### config.mk
export PLATFORM = sky130hd
export DESIGN_NAME = pmic_config_status_regs
export DESIGN_NICKNAME = d
export VERILOG_FILES = /design/src/verilog/pmic_config_status_regs.v
export VERILOG_INCLUDE_DIRS = /design/src /design/src/verilog
export SDC_FILE = /design/constraint.sdc
export NUM_CORES = 1
export LEC_CHECK = 0
export BUFFER_PORTS_ARGS = -buffer_cell sky130_fd_sc_hd__buf_2
export CAP_MARGIN = 25
export CORE_ASPECT_RATIO = 1.5
export CORE_MARGIN = 4
export CORE_UTILIZATION = 44
export DETAILED_ROUTE_END_ITERATION = 16
export PLACE_DENSITY = 0.72
export SLEW_MARGIN = 20
export SYNTH_ARGS = -nofsm -noshare
export SYNTH_HDL_FRONTEND = slang
export SYNTH_SLANG_ARGS = --single-unit
### constraint.sdc
create_clock -name clk_sys -period 1.2 [get_ports clk_sys]
set_clock_uncertainty 0.05 [all_clocks]
set_input_delay 0.06 -clock clk_sys [delete_from_list [all_inputs] [get_ports clk_sys]]
set_output_delay 0.06 -clock clk_sys [all_outputs]
set_load 0.02 [all_outputs]
### src/verilog/pmic_regs_defines.vh
/*
  Register offsets, field positions, reset values and constants for the
  configuration and fault-status register bank.
  Assumes inclusion by bare name from the design file.
*/
`ifndef PMIC_REGS_DEFINES_VH
`define PMIC_REGS_DEFINES_VH

// ----------------------------------------------------------------------
// Register offsets
// ----------------------------------------------------------------------
`define ADDR_WIDTH          7
`define OFF_WHEEL_PWM_LOW   7'h1b
`define OFF_WHEEL_PWM_HIGH  7'h1c
`define OFF_BW_SELECT       7'h25
`define OFF_CAPABILITY      7'h26
`define OFF_PGOOD_STATUS    7'h27
`define OFF_OVERVOLT_STATUS 7'h28

// ----------------------------------------------------------------------
// Reset values and masks
// ----------------------------------------------------------------------
`define RST_BYTE            8'h00
`define RST_PWM_LEVEL       16'h0000
`define RST_CAPABILITY      8'hdf
`define RST_BW              2'h0
`define READ_ZERO           8'h00
`define BW_RESERVED_ZERO    4'h0
`define STATUS_MASK         8'hec

// ----------------------------------------------------------------------
// Field positions
// ----------------------------------------------------------------------
`define BW_CONV1_HI         3
`define BW_CONV1_LO         2
`define BW_CONV2_HI         1
`define BW_CONV2_LO         0
`define BIT_FOCUS           7
`define BIT_AUX1            6
`define BIT_AUX2            5
`define BIT_ILLUM1          3
`define BIT_ILLUM2          2

// ----------------------------------------------------------------------
// Wheel level scale: 5 V full scale over 16 bits, about 76.294 uV a step
// ----------------------------------------------------------------------
`define PWM_STEP_UV_X1000   76294
`define PWM_FULL_SCALE_MV   5000

`endif
### src/verilog/pmic_config_status_regs.v
/*
  Configuration and fault-status register bank of the power manager:
  wheel PWM level, converter bandwidth boost, capability and fault flags.
  Assumes a synchronous register port on clk_sys; a write strobe and a
  read strobe last one cycle each; fault inputs are synchronous levels.
*/
`timescale 1ns/10ps
`include "pmic_regs_defines.vh"

module pmic_config_status_regs #(
  parameter [7:0] CAPABILITY_INIT = `RST_CAPABILITY
) (
  input  wire        clk_sys,
  input  wire        reset,
  input  wire [6:0]  regAddr,
  input  wire        regWrite,
  input  wire [7:0]  regWriteData,
  input  wire        regRead,
  input  wire        focus_conv_pgood_err,
  input  wire        aux_conv1_pgood_err,
  input  wire        aux_conv2_pgood_err,
  input  wire        illum_conv1_pgood_err,
  input  wire        illum_conv2_pgood_err,
  input  wire        focus_conv_overvolt_err,
  input  wire        aux_conv1_overvolt_err,
  input  wire        aux_conv2_overvolt_err,
  input  wire        illum_conv1_overvolt_err,
  input  wire        illum_conv2_overvolt_err,
  output reg  [7:0]  regReadData,
  output reg         regReadValid,
  output reg  [15:0] wheel_pwm_level,
  output reg  [1:0]  illum_conv1_bw_boost,
  output reg  [1:0]  illum_conv2_bw_boost,
  output reg         fastShutdown
);

  // ----------------------------------------------------------------------
  // Address decode
  // ----------------------------------------------------------------------
  wire       selWheelLow;
  wire       selWheelHigh;
  wire       selBwSelect;
  wire       selCapability;
  wire       selPgood;
  wire       selOvervolt;

  // Compares the register address with one register offset.
  function addrHit;
    input [6:0] addr;
    input [6:0] offset;
    begin
      addrHit = (addr == offset);
    end
  endfunction

  assign selWheelLow   = addrHit(regAddr, `OFF_WHEEL_PWM_LOW);
  assign selWheelHigh  = addrHit(regAddr, `OFF_WHEEL_PWM_HIGH);
  assign selBwSelect   = addrHit(regAddr, `OFF_BW_SELECT);
  assign selCapability = addrHit(regAddr, `OFF_CAPABILITY);
  assign selPgood      = addrHit(regAddr, `OFF_PGOOD_STATUS);
  assign selOvervolt   = addrHit(regAddr, `OFF_OVERVOLT_STATUS);

  // ----------------------------------------------------------------------
  // Fault inputs
  // ----------------------------------------------------------------------
  wire [7:0] pgoodLive;
  wire [7:0] overvoltLive;

  // Places the five fault levels at their status bit positions.
  function [7:0] faultByte;
    input focus;
    input aux1;
    input aux2;
    input illum1;
    input illum2;
    begin
      faultByte = `READ_ZERO;
      faultByte[`BIT_FOCUS] = focus;
      faultByte[`BIT_AUX1] = aux1;
      faultByte[`BIT_AUX2] = aux2;
      faultByte[`BIT_ILLUM1] = illum1;
      faultByte[`BIT_ILLUM2] = illum2;
    end
  endfunction

  assign pgoodLive = faultByte(focus_conv_pgood_err, aux_conv1_pgood_err, aux_conv2_pgood_err,
                               illum_conv1_pgood_err, illum_conv2_pgood_err);
  assign overvoltLive = faultByte(focus_conv_overvolt_err, aux_conv1_overvolt_err,
                                  aux_conv2_overvolt_err, illum_conv1_overvolt_err,
                                  illum_conv2_overvolt_err);

  // ----------------------------------------------------------------------
  // Wheel level and bandwidth boost, next values
  // ----------------------------------------------------------------------
  reg  [7:0] wheelLow_d;
  reg  [7:0] wheelHigh_d;
  reg  [1:0] conv1Boost_d;
  reg  [1:0] conv2Boost_d;

  // Each byte of the level is written on its own; nothing is latched.
  always @* begin
    wheelLow_d   = wheel_pwm_level[7:0];
    wheelHigh_d  = wheel_pwm_level[15:8];
    conv1Boost_d = illum_conv1_bw_boost;
    conv2Boost_d = illum_conv2_bw_boost;
    if (regWrite) begin
      if (selWheelLow) begin
        wheelLow_d = regWriteData;
      end
      if (selWheelHigh) begin
        wheelHigh_d = regWriteData;
      end
      if (selBwSelect) begin
        conv1Boost_d = regWriteData[`BW_CONV1_HI:`BW_CONV1_LO];
        conv2Boost_d = regWriteData[`BW_CONV2_HI:`BW_CONV2_LO];
      end
    end
  end

  // The level drives a PWM whose average is code * 5 V / 65536.
  always @(posedge clk_sys) begin
    if (reset) begin
      wheel_pwm_level      <= `RST_PWM_LEVEL;
      illum_conv1_bw_boost <= `RST_BW;
      illum_conv2_bw_boost <= `RST_BW;
    end else begin
      wheel_pwm_level      <= {wheelHigh_d, wheelLow_d};
      illum_conv1_bw_boost <= conv1Boost_d;
      illum_conv2_bw_boost <= conv2Boost_d;
    end
  end

  // ----------------------------------------------------------------------
  // Capability and fault status
  // ----------------------------------------------------------------------
  reg  [7:0] capability_q;
  reg  [7:0] pgoodStatus_q;
  reg  [7:0] overvoltStatus_q;
  reg  [7:0] pgoodStatus_d;
  reg  [7:0] overvoltStatus_d;

  // Status follows the fault levels one cycle late; no host write reaches it.
  always @* begin
    pgoodStatus_d    = pgoodLive & `STATUS_MASK;
    overvoltStatus_d = overvoltLive & `STATUS_MASK;
  end

  always @(posedge clk_sys) begin
    if (reset) begin
      capability_q     <= CAPABILITY_INIT;
      pgoodStatus_q    <= `RST_BYTE;
      overvoltStatus_q <= `RST_BYTE;
    end else begin
      capability_q     <= CAPABILITY_INIT;
      pgoodStatus_q    <= pgoodStatus_d;
      overvoltStatus_q <= overvoltStatus_d;
    end
  end

  // None of these faults may start the fast shutdown sequence.
  always @(posedge clk_sys) begin
    if (reset) begin
      fastShutdown <= 1'b0;
    end else begin
      fastShutdown <= 1'b0;
    end
  end

  // ----------------------------------------------------------------------
  // Read port
  // ----------------------------------------------------------------------
  reg  [7:0] readData_d;
  reg  [7:0] readHold_d;
  reg        readValid_d;

  always @* begin
    case (regAddr)
      `OFF_WHEEL_PWM_LOW:   readData_d = wheel_pwm_level[7:0];
      `OFF_WHEEL_PWM_HIGH:  readData_d = wheel_pwm_level[15:8];
      `OFF_BW_SELECT:       readData_d = {`BW_RESERVED_ZERO, illum_conv1_bw_boost,
                                          illum_conv2_bw_boost};
      `OFF_CAPABILITY:      readData_d = capability_q;
      `OFF_PGOOD_STATUS:    readData_d = pgoodStatus_q;
      `OFF_OVERVOLT_STATUS: readData_d = overvoltStatus_q;
      default:              readData_d = `READ_ZERO;
    endcase
  end

  // Read data holds its value until the next read strobe.
  always @* begin
    readValid_d = regRead;
    readHold_d  = regReadData;
    if (regRead) begin
      readHold_d = readData_d;
    end
  end

  always @(posedge clk_sys) begin
    if (reset) begin
      regReadData  <= `READ_ZERO;
      regReadValid <= 1'b0;
    end else begin
      regReadData  <= readHold_d;
      regReadValid <= readValid_d;
    end
  end

endmodule // pmic_config_status_regs

==> impl_results.rst, run 1 <==
.. list-table::
   :header-rows: 1

   * - Metric
     - Value
   * - Post-layout nets
     - 290
   * - Detailed-router iteration count before antenna repair
     - 4
   * - Number of buffers created by CTS
     - 5
   * - Clock group share of total power
     - 44.4%
   * - Hold violation total from the final report
     - 0
   * - Number of flops mapped to enable cells by yosys
     - 0
   * - Fraction of registers with async set or reset after synthesis
     - 0%
   * - DRC violation total after the first TritonRoute iteration
     - 61
   * - Count of placed standard cells in the final layout, fillers left out
     - 304
   * - Number of H-tree levels
     - 2
   * - Overall die height
     - 82.84 um
   * - Final Worst Setup Slack
     - 108.4 ps
   * - Power density over the cells
     - 1248 mW/mm2
   * - Count of final setup violators
     - 0
   * - Core ar.
     - 0.003513 mm2
   * - Total global routing track utilization
     - 19.81%
   * - Flip-flop cell with the highest count after synthesis
     - dfxtp_1
   * - Largest fanout on the critical path
     - 3
   * - Gate power share
     - 9.8%
   * - Fraction of the cycle the final worst path needs
     - 90.97%
   * - Core occupancy in the finished layout
     - 66.77%
   * - Clock latency on the worst-skew pair
     - 300 ps
   * - Total Routed Length
     - 4328 um
   * - Library cell occupying the most area in the post-synthesis netlist
     - dfxtp_1
   * - Endpoint arrival time on the critical path
     - 1260 ps
   * - DRC violations left
     - 0
   * - Clk root buf
     - clkbuf_8
   * - Sum of negative setup slack
     - 0 ps
   * - CTS tree
     - yes
   * - Post-DR wirelength/cell
     - 14.24 um
   * - Kind of critical path
     - flop to flop
   * - Routed Antenna Nets
     - 0
   * - P_int
     - 2.301 mW
   * - Switch Pwr
     - 0.6274 mW
   * - Number of slew-limit violations in the final report
     - 0
   * - Initial antenna violation count
     - 0
   * - Layout Cell Area excl Fill
     - 0.002346 mm2
   * - Clock-pin slew of the registers on the worst-case setup and hold paths
     - 80 ps
   * - Cell area reported after detailed placement
     - 0.002029 mm2
   * - Min-Delay Path Class
     - input pin to flop
   * - Net Sw Frac
     - 21.42%
   * - Highest ir drop seen on vdd
     - 1225 uV
   * - Number of nets produced by synthesis
     - 205
   * - Number of distinct library cell variants in the gate-level netlist after synthesis
     - 36
   * - Post-placement setup slack
     - -85.69 ps
   * - Sequential cell fraction of total power
     - 45.8%
   * - Number of instances in the synthesized netlist
     - 176
   * - IO Count
     - 59
   * - Top-area cell type share of the netlist area
     - 47.52%
   * - FF+latch count, synth
     - 39
   * - RSZ-0062 raised after global routing
     - no
   * - Synth warn
     - 0
   * - Max-Cap Viols
     - 0
   * - Total number of placement rows
     - 26
   * - Final critical-path required period
     - 1092 ps
   * - Pin count of the biggest net entering global routing
     - 40
   * - Total power draw
     - 2.928 mW
   * - Starting density of the core
     - 46.76%
   * - First-pass GRT wire length
     - 7403 um
   * - Synthesis-to-layout area growth
     - 42.80%
   * - Leakage component of the power
     - 1.077 nW
   * - Commonest non-fill, non-tap cell in the layout
     - buf_2
   * - Outcome
     - complete, no violations
   * - Total via count in the routed design
     - 1561
   * - Mean post-synth cell area
     - 9.334 um2
   * - Largest cells by area after synthesis
     - dfxtp_1 (48%), a21oi_1 (4.9%), mux2i_1 (4.9%), nand2_1 (4.8%), nor2b_1 (4.6%)
   * - Number of global-route vias before repair
     - 1578
   * - Top library cells by usage in the layout, fill and taps aside
     - buf_2 (57), dfxtp_1 (39), nand2_1 (21), dlygate4sd3_1 (18)
   * - Buffers on Ports
     - 57
   * - Final-layout worst hold slack
     - 54.70 ps
   * - Startpoint class of the critical path
     - flop
   * - Gr ovfl total
     - 0
   * - Die Width
     - 57.89 um
   * - Maximum achievable frequency
     - 916.1 MHz
   * - Total number of clock tree sinks
     - 39
   * - Required time of the worst setup path
     - 1360 ps
   * - Layout cell share with drive strength beyond 1
     - 35.88%
   * - Placed insts
     - 278
   * - Mapped Area
     - 0.001643 mm2
   * - Post-detailed-placement half-perimeter wirelength
     - 3168 um
   * - Via/cell ratio
     - 5.135
   * - Sequential-to-total area share from yosys stat
     - 47.52%
   * - Total Die Area
     - 0.004795 mm2
   * - Max Buffers Root-to-Sink
     - 2
   * - Setup crit end kind
     - flop
   * - Inserted Diodes
     - 0
   * - RePlAce Congestion
     - 0.7805
==> cell usage after synthesis (4+ instances only) <==
library cell and count:
nand3_1 6, dfxtp_1 39, nor2_1 16, nand2_1 21
a21oi_1 16, a22o_2 5, a22oi_1 5, mux2i_1 8
nor2b_1 12, a32oi_1 4, a211oi_1 4, inv_1 4
clkbuf_1 6, a311oi_1 4
==> path summary, 6_finish.rpt <==
kind,start,end,slack [ps],cells past startpoint
worst min-delay path,regWrite,illum_conv2_bw_boost[0]$_SDFFE_PP0P_,50,3
worst min register to register,wheel_pwm_level[13]$_SDFFE_PP0P_,wheel_pwm_level[13]$_SDFFE_PP0P_,420,2
worst max-delay path,illum_conv1_bw_boost[1]$_SDFFE_PP0P_,regReadData[3]$_SDFFE_PP0P_,110,4
worst max register to register,illum_conv1_bw_boost[1]$_SDFFE_PP0P_,regReadData[3]$_SDFFE_PP0P_,110,4
==> area by class of cell <==
cell class | instances | area [um2]
multi-input cells | 120 | 763.2
fillers | 297 | 1167
inverters | 4 | 15.01
repair buffers | 91 | 598.1
clock buffers | 5 | 68.82
clock inverters | 3 | 67.56
flip-flops and latches | 39 | 780.7
well taps | 42 | 52.55
==> critical path: stages, from the launching register on <==
cell      delay, ps
dfxtp_1         360
a21oi_1          90
a21oi_1         140
a32oi_1          90
a311oi_1        270
==> sequential cells by signal, indices dropped and copies added, names as in the netlist <==
name,cells
regReadData,8
regReadValid,1
illum_conv1_bw_boost,2
overvoltStatus_q,5
pgoodStatus_q,5
wheel_pwm_level,16
illum_conv2_bw_boost,2
==> power by group through the flow <==
stage,clock network [mW],registers [mW],logic (mW)
after global placement,0,1.37,0.239
after CTS,1.32,1.34,0.287
final,1.30,1.34,0.288
after floorplan,0,1.39,0.111
after global routing,1.38,1.34,0.317
after detailed placement,0,1.37,0.242
==> cell families (layout without fill, tap and decap cells) <==
group,after synthesis,after routing,share of synthesized area (%)
buffers and inverters,17,103,6.016
other,1,1,0.2283
muxes,8,8,4.875
and+or+nand+nor,68,68,22.47
AOI/OAI and AO/OA,43,43,18.89
DFF,39,39,47.52
==> metal layers <==
| metal | GRT usage, % | wire, um | vias up |
|---|---|---|---|
| met5 | 0 | 0 | - |
| met4 | 6.962 | 72 | 0 |
| met3 | 4.969 | 280 | 7 |
| met2 | 33.54 | 2231 | 55 |
| met1 | 23.67 | 1743 | 713 |
| li1 | - | - | 786 |
==> repair_timing <==
item                                   4_1_cts  5_1_grt
buffers inserted                             0        0
setup endpoints to repair                    0        0
endpoints found under the hold margin       27        0
gates resized for setup                      0        0
hold buffers                                18        0
No activity file was read; power rests on OpenSTA's default activity.
==> run 2, diff against run 1 <==
ABC_AREA = 1   (was unset)
PLACE_DENSITY = 0.71   (was 0.72)
==> run 2 against run 1 <==
Synthesized cell count up 28%. Setup slack worse by 87 ps. Sequential share of layout area down 1.0 points. Combinational power down 8.3%. Utilization down 0.99 points. Sequential power about the same. Global-route usage up 1.1 points. Worst hold slack worse by 49 ps. Non-clock buffer count up 4. Critical endpoint is now overvoltStatus_q[6]$_SDFF_PP0_. Largest cell class unchanged.
==> impl_results.rst, run 2 <==
.. list-table::
   :header-rows: 1

   * - Metric
     - Value
   * - DRC violations left
     - 0
   * - Worst hold path endpoint
     - wheel_pwm_level[2]$_SDFFE_PP0P_
   * - Clock-pin slew of the registers on the worst-case setup and hold paths
     - 70 ps
   * - Mapped Area
     - 0.001698 mm2
   * - Min-Delay Path Class
     - input pin to flop
   * - Number of slew-limit violations in the final report
     - 0
   * - Layout Cell Area excl Fill
     - 0.002422 mm2
   * - Detailed-router iteration count before antenna repair
     - 6
   * - IO Count
     - 59
   * - Reg2reg end
     - regReadData[5]$_SDFFE_PP0P_
   * - Post-detailed-placement half-perimeter wirelength
     - 3429 um
   * - Clock latency on the worst-skew pair
     - 300 ps
   * - Most used standard cell by instance count after synthesis
     - dfxtp_1
   * - Number of instances in the synthesized netlist
     - 226
   * - Uppermost layer routed
     - met4
   * - Total global routing track utilization
     - 20.93%
   * - Mean post-synth cell area
     - 7.513 um2
   * - Inserted Diodes
     - 0
   * - Fraction of registers with async set or reset after synthesis
     - 0%
   * - Number of cells traversed by the worst register-to-register path
     - 4
   * - Routed Antenna Nets
     - 0
   * - Synth warn
     - 0
   * - RePlAce Congestion
     - 0.9203
   * - Number of distinct library cell variants in the gate-level netlist after synthesis
     - 24
   * - Max Buffers Root-to-Sink
     - 2
   * - Cell count of the worst hold path
     - 3
   * - Crit-path cells
     - dlygate4sd3_1 > buf_2 > inv_1 > nor2_1 > dlygate4sd3_1
   * - Metal2 WL
     - 2504 um
   * - Power density over the cells
     - 1199 mW/mm2
   * - Synth top cells by count
     - dfxtp_1 (39), nand2_1 (37), nand3_1 (36)
   * - Buffers on Ports
     - 57
   * - Outcome
     - complete, no violations
   * - Starting density of the core
     - 46.11%
   * - Total Routed Length
     - 4741 um
   * - Endpoint arrival time on the critical path
     - 1320 ps
   * - Clk root buf
     - clkbuf_8
   * - Highest ir drop seen on vdd
     - 1240 uV
   * - Post-DR wirelength/cell
     - 13.13 um
   * - Flip-flop and latch area
     - 780.7 um2
   * - Leakage component of the power
     - 1.147 nW
   * - Setup Fix Bufs, Post-CTS
     - 0
   * - Total via count in the routed design
     - 1800
   * - Beginning of the worst hold path
     - regWriteData[2]
   * - Fraction of the cycle the final worst path needs
     - 98.21%
   * - Core ar.
     - 0.003682 mm2
   * - Startpoint class of the critical path
     - input pin
   * - Top-area cell type share of the netlist area
     - 45.98%
   * - Pin count of the biggest net entering global routing
     - 22
   * - Flip-flop cell with the highest count after synthesis
     - dfxtp_1
   * - Hold violation total from the final report
     - 0
   * - Number of global-route vias before repair
     - 1791
   * - Via/cell ratio
     - 4.986
   * - Overall die height
     - 84.08 um
   * - First-pass GRT wire length
     - 7976 um
   * - R2r startpoint
     - wheel_pwm_level[5]$_SDFFE_PP0P_
   * - Number of flip-flops in the largest register
     - 16
   * - Dominant cell type by count on the critical path
     - dlygate4sd3_1
   * - Multi-input gate area in the final layout
     - 740.7 um2
   * - Final critical-path required period
     - 1178 ps
   * - FF+latch count, synth
     - 39
   * - CTS tree
     - yes
   * - Max-Cap Viols
     - 0
   * - Synthesis-to-layout area growth
     - 42.67%
   * - Largest registers in the final layout
     - wheel_pwm_level (16), regReadData (8)
   * - Post-layout nets
     - 346
   * - Number of flops mapped to enable cells by yosys
     - 0
   * - Total number of clock tree sinks
     - 39
   * - DRC violation total after the first TritonRoute iteration
     - 51
   * - Cell area reported after detailed placement
     - 0.002116 mm2
   * - Total number of placement rows
     - 27
   * - Number of nets produced by synthesis
     - 255
   * - Detailed-routing wirelength on met1
     - 1857 um
   * - Met3 wire length
     - 249 um
   * - Largest fanout on the critical path
     - 1
   * - Maximum achievable frequency
     - 848.6 MHz
   * - RSZ-0062 raised after global routing
     - no
   * - Kind of critical path
     - input pin to flop
   * - Library cell occupying the most area in the post-synthesis netlist
     - dfxtp_1
   * - Worst path max stage delay
     - 550 ps
   * - Gr ovfl total
     - 0
   * - Worst-path cell with the longest stage delay
     - dlygate4sd3_1
   * - Required time of the worst setup path
     - 1340 ps
   * - Sum of negative setup slack
     - 0 ps
   * - Total Die Area
     - 0.004937 mm2
   * - Commonest non-fill, non-tap cell in the layout
     - buf_2
   * - Count of final setup violators
     - 0
   * - Register with the highest flop count
     - wheel_pwm_level
   * - Layout cell share with drive strength beyond 1
     - 31.45%
   * - Quantity of gates resized following cts
     - 0
   * - Sequential-to-total area share from yosys stat
     - 45.98%
   * - Slack of the worst reg-to-reg path
     - 250 ps
   * - Number of buffers created by CTS
     - 5
   * - Setup crit end kind
     - flop
   * - Top library cells by usage in the layout, fill and taps aside
     - buf_2 (57), dfxtp_1 (39), nand2_1 (37), nand3_1 (36), a21oi_1 (26)
   * - Die Width
     - 58.72 um
   * - Initial antenna violation count
     - 0
   * - Number of H-tree levels
     - 2
   * - Fill cell total of the finished layout
     - 352
   * - Largest cells by area after synthesis
     - dfxtp_1 (46%), nand3_1 (11%), nand2_1 (8.2%), a21oi_1 (7.7%), inv_1 (5.3%)
## run 2: cell types whose count changed after synthesis, moves of 5 or more
cell	previous run	this run
a21oi_1	16	26
a22o_2	5	0
a22oi_1	5	0
inv_1	4	24
mux2i_1	8	0
nand2_1	21	37
nand3_1	6	36
nor2b_1	12	0
o21ai_0	0	14
## run 2: logic make-up after synthesis
family	share of synthesized area (%)
buffers and inverters	10.39
other	0.2209
AO/OA/AOI/OAI	14.96
flip-flops	45.98
AND/OR/NAND/NOR	28.44
## run 2: report_power, final
group | leakage [nW] | switching (mW) | total, mW | internal [mW]
clock network | 0.0644 | 0.483 | 1.31 | 0.829
logic | 0.766 | 0.139 | 0.264 | 0.125
registers | 0.318 | 0.00920 | 1.33 | 1.32
total | 1.15 | 0.631 | 2.90 | 2.27
## run 2: how the worst max path moves through the flow
| stage | start | endpoint | slack, ps | cells past startpoint |
|---|---|---|---|---|
| 3_5_place_dp | regAddr[1] | regReadData[5]$_SDFFE_PP0P_ | -80 | 10 |
| 5_1_grt | aux_conv1_overvolt_err | overvoltStatus_q[6]$_SDFF_PP0_ | 0.6 | 5 |
| 2_1_floorplan | regAddr[1] | wheel_pwm_level[10]$_SDFFE_PP0P_ | 120 | 9 |
| 6_report | aux_conv1_overvolt_err | overvoltStatus_q[6]$_SDFF_PP0_ | 20 | 5 |
| 4_1_cts | focus_conv_overvolt_err | overvoltStatus_q[7]$_SDFF_PP0_ | 20 | 5 |
| 3_3_place_gp | regAddr[1] | regReadData[5]$_SDFFE_PP0P_ | -60 | 10 |
## run 2: cell type report
cell class / count / share of cell area [%]
clock buffer: 5 / 2.841
clock inverter: 3 / 2.789
inverter: 26 / 4.029
multi-input combinational: 150 / 30.58
sequential: 39 / 32.23
tap: 43 / 2.221
timing repair buffer: 95 / 25.31
## run 2: metrics by stage
step                      std cells  utilization [%]  worst slack (ps)  hold slack (ps)  power [mW]
after detailed placement        336            57.46            -81.03            217.1       1.577
after floorplan                 226                -             124.4            117.0       1.471
final                           361            65.78             21.53            5.894       2.903
after global placement          336            57.46            -61.33            210.6       1.574
after global routing            361            65.78            0.5865            22.51       3.008
after CTS                       364            66.60             21.70           0.1932       2.926
## run 2: worst max-delay path, delay by kind of cell
kind                   cells  cell delay, ps
AND/OR/NAND/NOR            1              30
buffers and inverters      4            1230
## run 2: layer usage
metal / vias up / GRT usage, %
met5: - / 0
met4: 0 / 10.52
met3: 11 / 4.799
met2: 55 / 35.41
met1: 820 / 23.64
li1: 914 / -
## run 2: what timing repair did
item	CTS	global route
hold buffers	20	0
setup endpoints to repair	0	3
endpoints found under the hold margin	17	0
==> run 3, diff against run 2 <==
CORE_ASPECT_RATIO = unset   (was 1.5)
==> run 3 against run 2 <==
Routed wire length decreased by 7.3%. Sequential power about the same. Largest power group unchanged. Setup slack improved by 200 ps. Total power decreased by 17%. Die area decreased by 0.41%.
==> impl_results.rst, run 3 (synthesized netlist as in run 2, its figures left out) <==
.. list-table::
   :header-rows: 1

   * - Metric
     - Value
   * - DRC violation total after the first TritonRoute iteration
     - 119
   * - Clock latency on the worst-skew pair
     - 290 ps
   * - Number of slew-limit violations in the final report
     - 0
   * - Routed Antenna Nets
     - 0
   * - Startpoint class of the critical path
     - flop
   * - Fill cell total of the finished layout
     - 338
   * - Leakage component of the power
     - 1.087 nW
   * - Max-Cap Viols
     - 0
   * - Fraction of the cycle the final worst path needs
     - 81.55%
   * - Final critical-path required period
     - 978.6 ps
   * - Detailed-router iteration count before antenna repair
     - 5
   * - Count of buffer and inverter cells on the critical path
     - 1
   * - Overall die height
     - 70.12 um
   * - Switch Pwr
     - 0.5676 mW
   * - Synthesis-to-layout area growth
     - 35.37%
   * - Inserted Diodes
     - 0
   * - First-pass GRT wire length
     - 7300 um
   * - DRC violations left
     - 0
   * - Maximum achievable frequency
     - 1022 MHz
   * - Pin count of the biggest net entering global routing
     - 22
   * - Core ar.
     - 0.003689 mm2
   * - Register with the highest flop count
     - wheel_pwm_level
   * - Total global routing track utilization
     - 18.68%
   * - Multi-input gate area in the final layout
     - 740.7 um2
   * - Post-DR wirelength/cell
     - 12.31 um
   * - Number of flip-flops in the largest register
     - 16
   * - Total Die Area
     - 0.004917 mm2
   * - Endpoint arrival time on the critical path
     - 870 ps
   * - IO Count
     - 59
   * - Largest fanout on the critical path
     - 3
   * - Flip-flop and latch area
     - 780.7 um2
   * - Buffers on Ports
     - 57
   * - Top library cells by usage in the layout, fill and taps aside
     - buf_2 (57), dfxtp_1 (39), nand2_1 (37), nand3_1 (36), a21oi_1 (26)
   * - Kind of critical path
     - flop to primary output
   * - Total power draw
     - 2.404 mW
   * - Kind of cell with the highest combined delay on the critical path
     - flip-flops
   * - Via/cell ratio
     - 4.896
   * - CTS tree
     - yes
   * - Clock-pin slew of the registers on the worst-case setup and hold paths
     - 80 ps
   * - Layout cell share with drive strength beyond 1
     - 29.77%
   * - Starting density of the core
     - 46.03%
   * - Setup crit end kind
     - primary output
   * - Total Routed Length
     - 4393 um
   * - Count of final setup violators
     - 0
   * - Final Worst Setup Slack
     - 221.4 ps
   * - P_int
     - 1.836 mW
   * - Number of buffers created by CTS
     - 5
   * - Total via count in the routed design
     - 1748
   * - Worst-path cell with the longest stage delay
     - dfxtp_1
   * - Net Sw Frac
     - 23.61%
   * - Gr ovfl total
     - 0
   * - Clk root buf
     - clkbuf_8
   * - Worst path max stage delay
     - 390 ps
   * - Hold violation total from the final report
     - 0
   * - Die Width
     - 70.12 um
   * - Required time of the worst setup path
     - 1090 ps
   * - Power density over the cells
     - 1046 mW/mm2
   * - Post-detailed-placement half-perimeter wirelength
     - 3321 um
   * - Number of H-tree levels
     - 2
   * - Outcome
     - complete, no violations
   * - Commonest non-fill, non-tap cell in the layout
     - buf_2
   * - RePlAce Congestion
     - 0.8402
   * - Largest registers in the final layout
     - wheel_pwm_level (16), regReadData (8)
   * - RSZ-0062 raised after global routing
     - no
   * - Gate power share
     - 10.1%
   * - Number of global-route vias before repair
     - 1598
   * - Min-Delay Path Class
     - input pin to flop
   * - Initial antenna violation count
     - 0
   * - Post-placement setup slack
     - -50.36 ps
   * - Highest ir drop seen on vdd
     - 752.5 uV
   * - Clock group share of total power
     - 34.7%
   * - Total number of placement rows
     - 22
   * - Sequential cell fraction of total power
     - 55.2%
   * - Post-layout nets
     - 337
   * - Max Buffers Root-to-Sink
     - 2
   * - Total number of clock tree sinks
     - 39
   * - Crit-path cells
     - buf_2
-- run 3: changes by cell type in the layout (fill, tap and decap cells not counted), sizes merged --
cell / before / now
buf: 78 / 72
bufinv: 2 / 0
clkbuf: 5 / 7
clkinv: 1 / 2
clkinvlp: 1 / 0
dlygate4sd3: 17 / 14
-- run 3: worst min-delay path: cells and delay by family --
family	cells	cell delay, ps
AO/OA/AOI/OAI	1	60
buffers and inverters	1	110
AND/OR/NAND/NOR	1	70
-- run 3: repair_timing --
item | 4_1_cts | 5_1_grt
hold endpoints to repair | 16 | 0
hold buffers | 14 | 0
buffers inserted | 0 | 0
resized for setup | 0 | 0
-- run 3: cell type report --
cell class,instances,area share (%)
flip-flops and latches,39,33.97
multi-input cells,150,32.23
repair buffers,86,23.41
inverters,26,4.246
clock buffers,7,3.321
well taps,48,2.613
clock inverters,1,0.2177
-- run 3: per-layer routing --
metal	GRT usage [%]	part of all wire, %	vias up
met5	0	0	-
met4	7.872	2.0	0
met3	5.899	7.7	8
met2	28.86	47	54
met1	23.92	43	788
li1	-	-	898
-- run 3: worst paths after layout --
| kind | end | start | depth (start not counted) | slack (ps) |
|---|---|---|---|---|
| max reg2reg | regReadData[5]$_SDFFE_PP0P_ | wheel_pwm_level[5]$_SDFFE_PP0P_ | 4 | 280 |
| min | wheel_pwm_level[3]$_SDFFE_PP0P_ | regWriteData[3] | 3 | 6 |
| min reg2reg | regReadData[6]$_SDFFE_PP0P_ | regReadData[6]$_SDFFE_PP0P_ | 2 | 410 |
| max | wheel_pwm_level[5] | wheel_pwm_level[5]$_SDFFE_PP0P_ | 1 | 220 |
-- run 3: power by group through the flow --
stage	Sequential [mW]	Clock, mW	Combinational, mW
5_1_grt	1.33	0.912	0.268
6_report	1.33	0.833	0.243
3_3_place_gp	1.36	0	0.204
3_5_place_dp	1.36	0	0.207
4_1_cts	1.33	0.846	0.242
2_1_floorplan	1.37	0	0.106
-- run 3: per-stage QoR --
step	hold WS (ps)	instance area (um2)	utilization, %	TNS [ps]	instances
floorplan	117.0	1698	-	0	226
global route	3.829	2298	62.31	0	357
detailed placement	217.6	2077	56.31	-183.8	335
CTS	2.420	2298	62.31	0	357
finish	5.619	2298	62.31	0	357
global placement	213.6	2077	56.31	-162.8	335
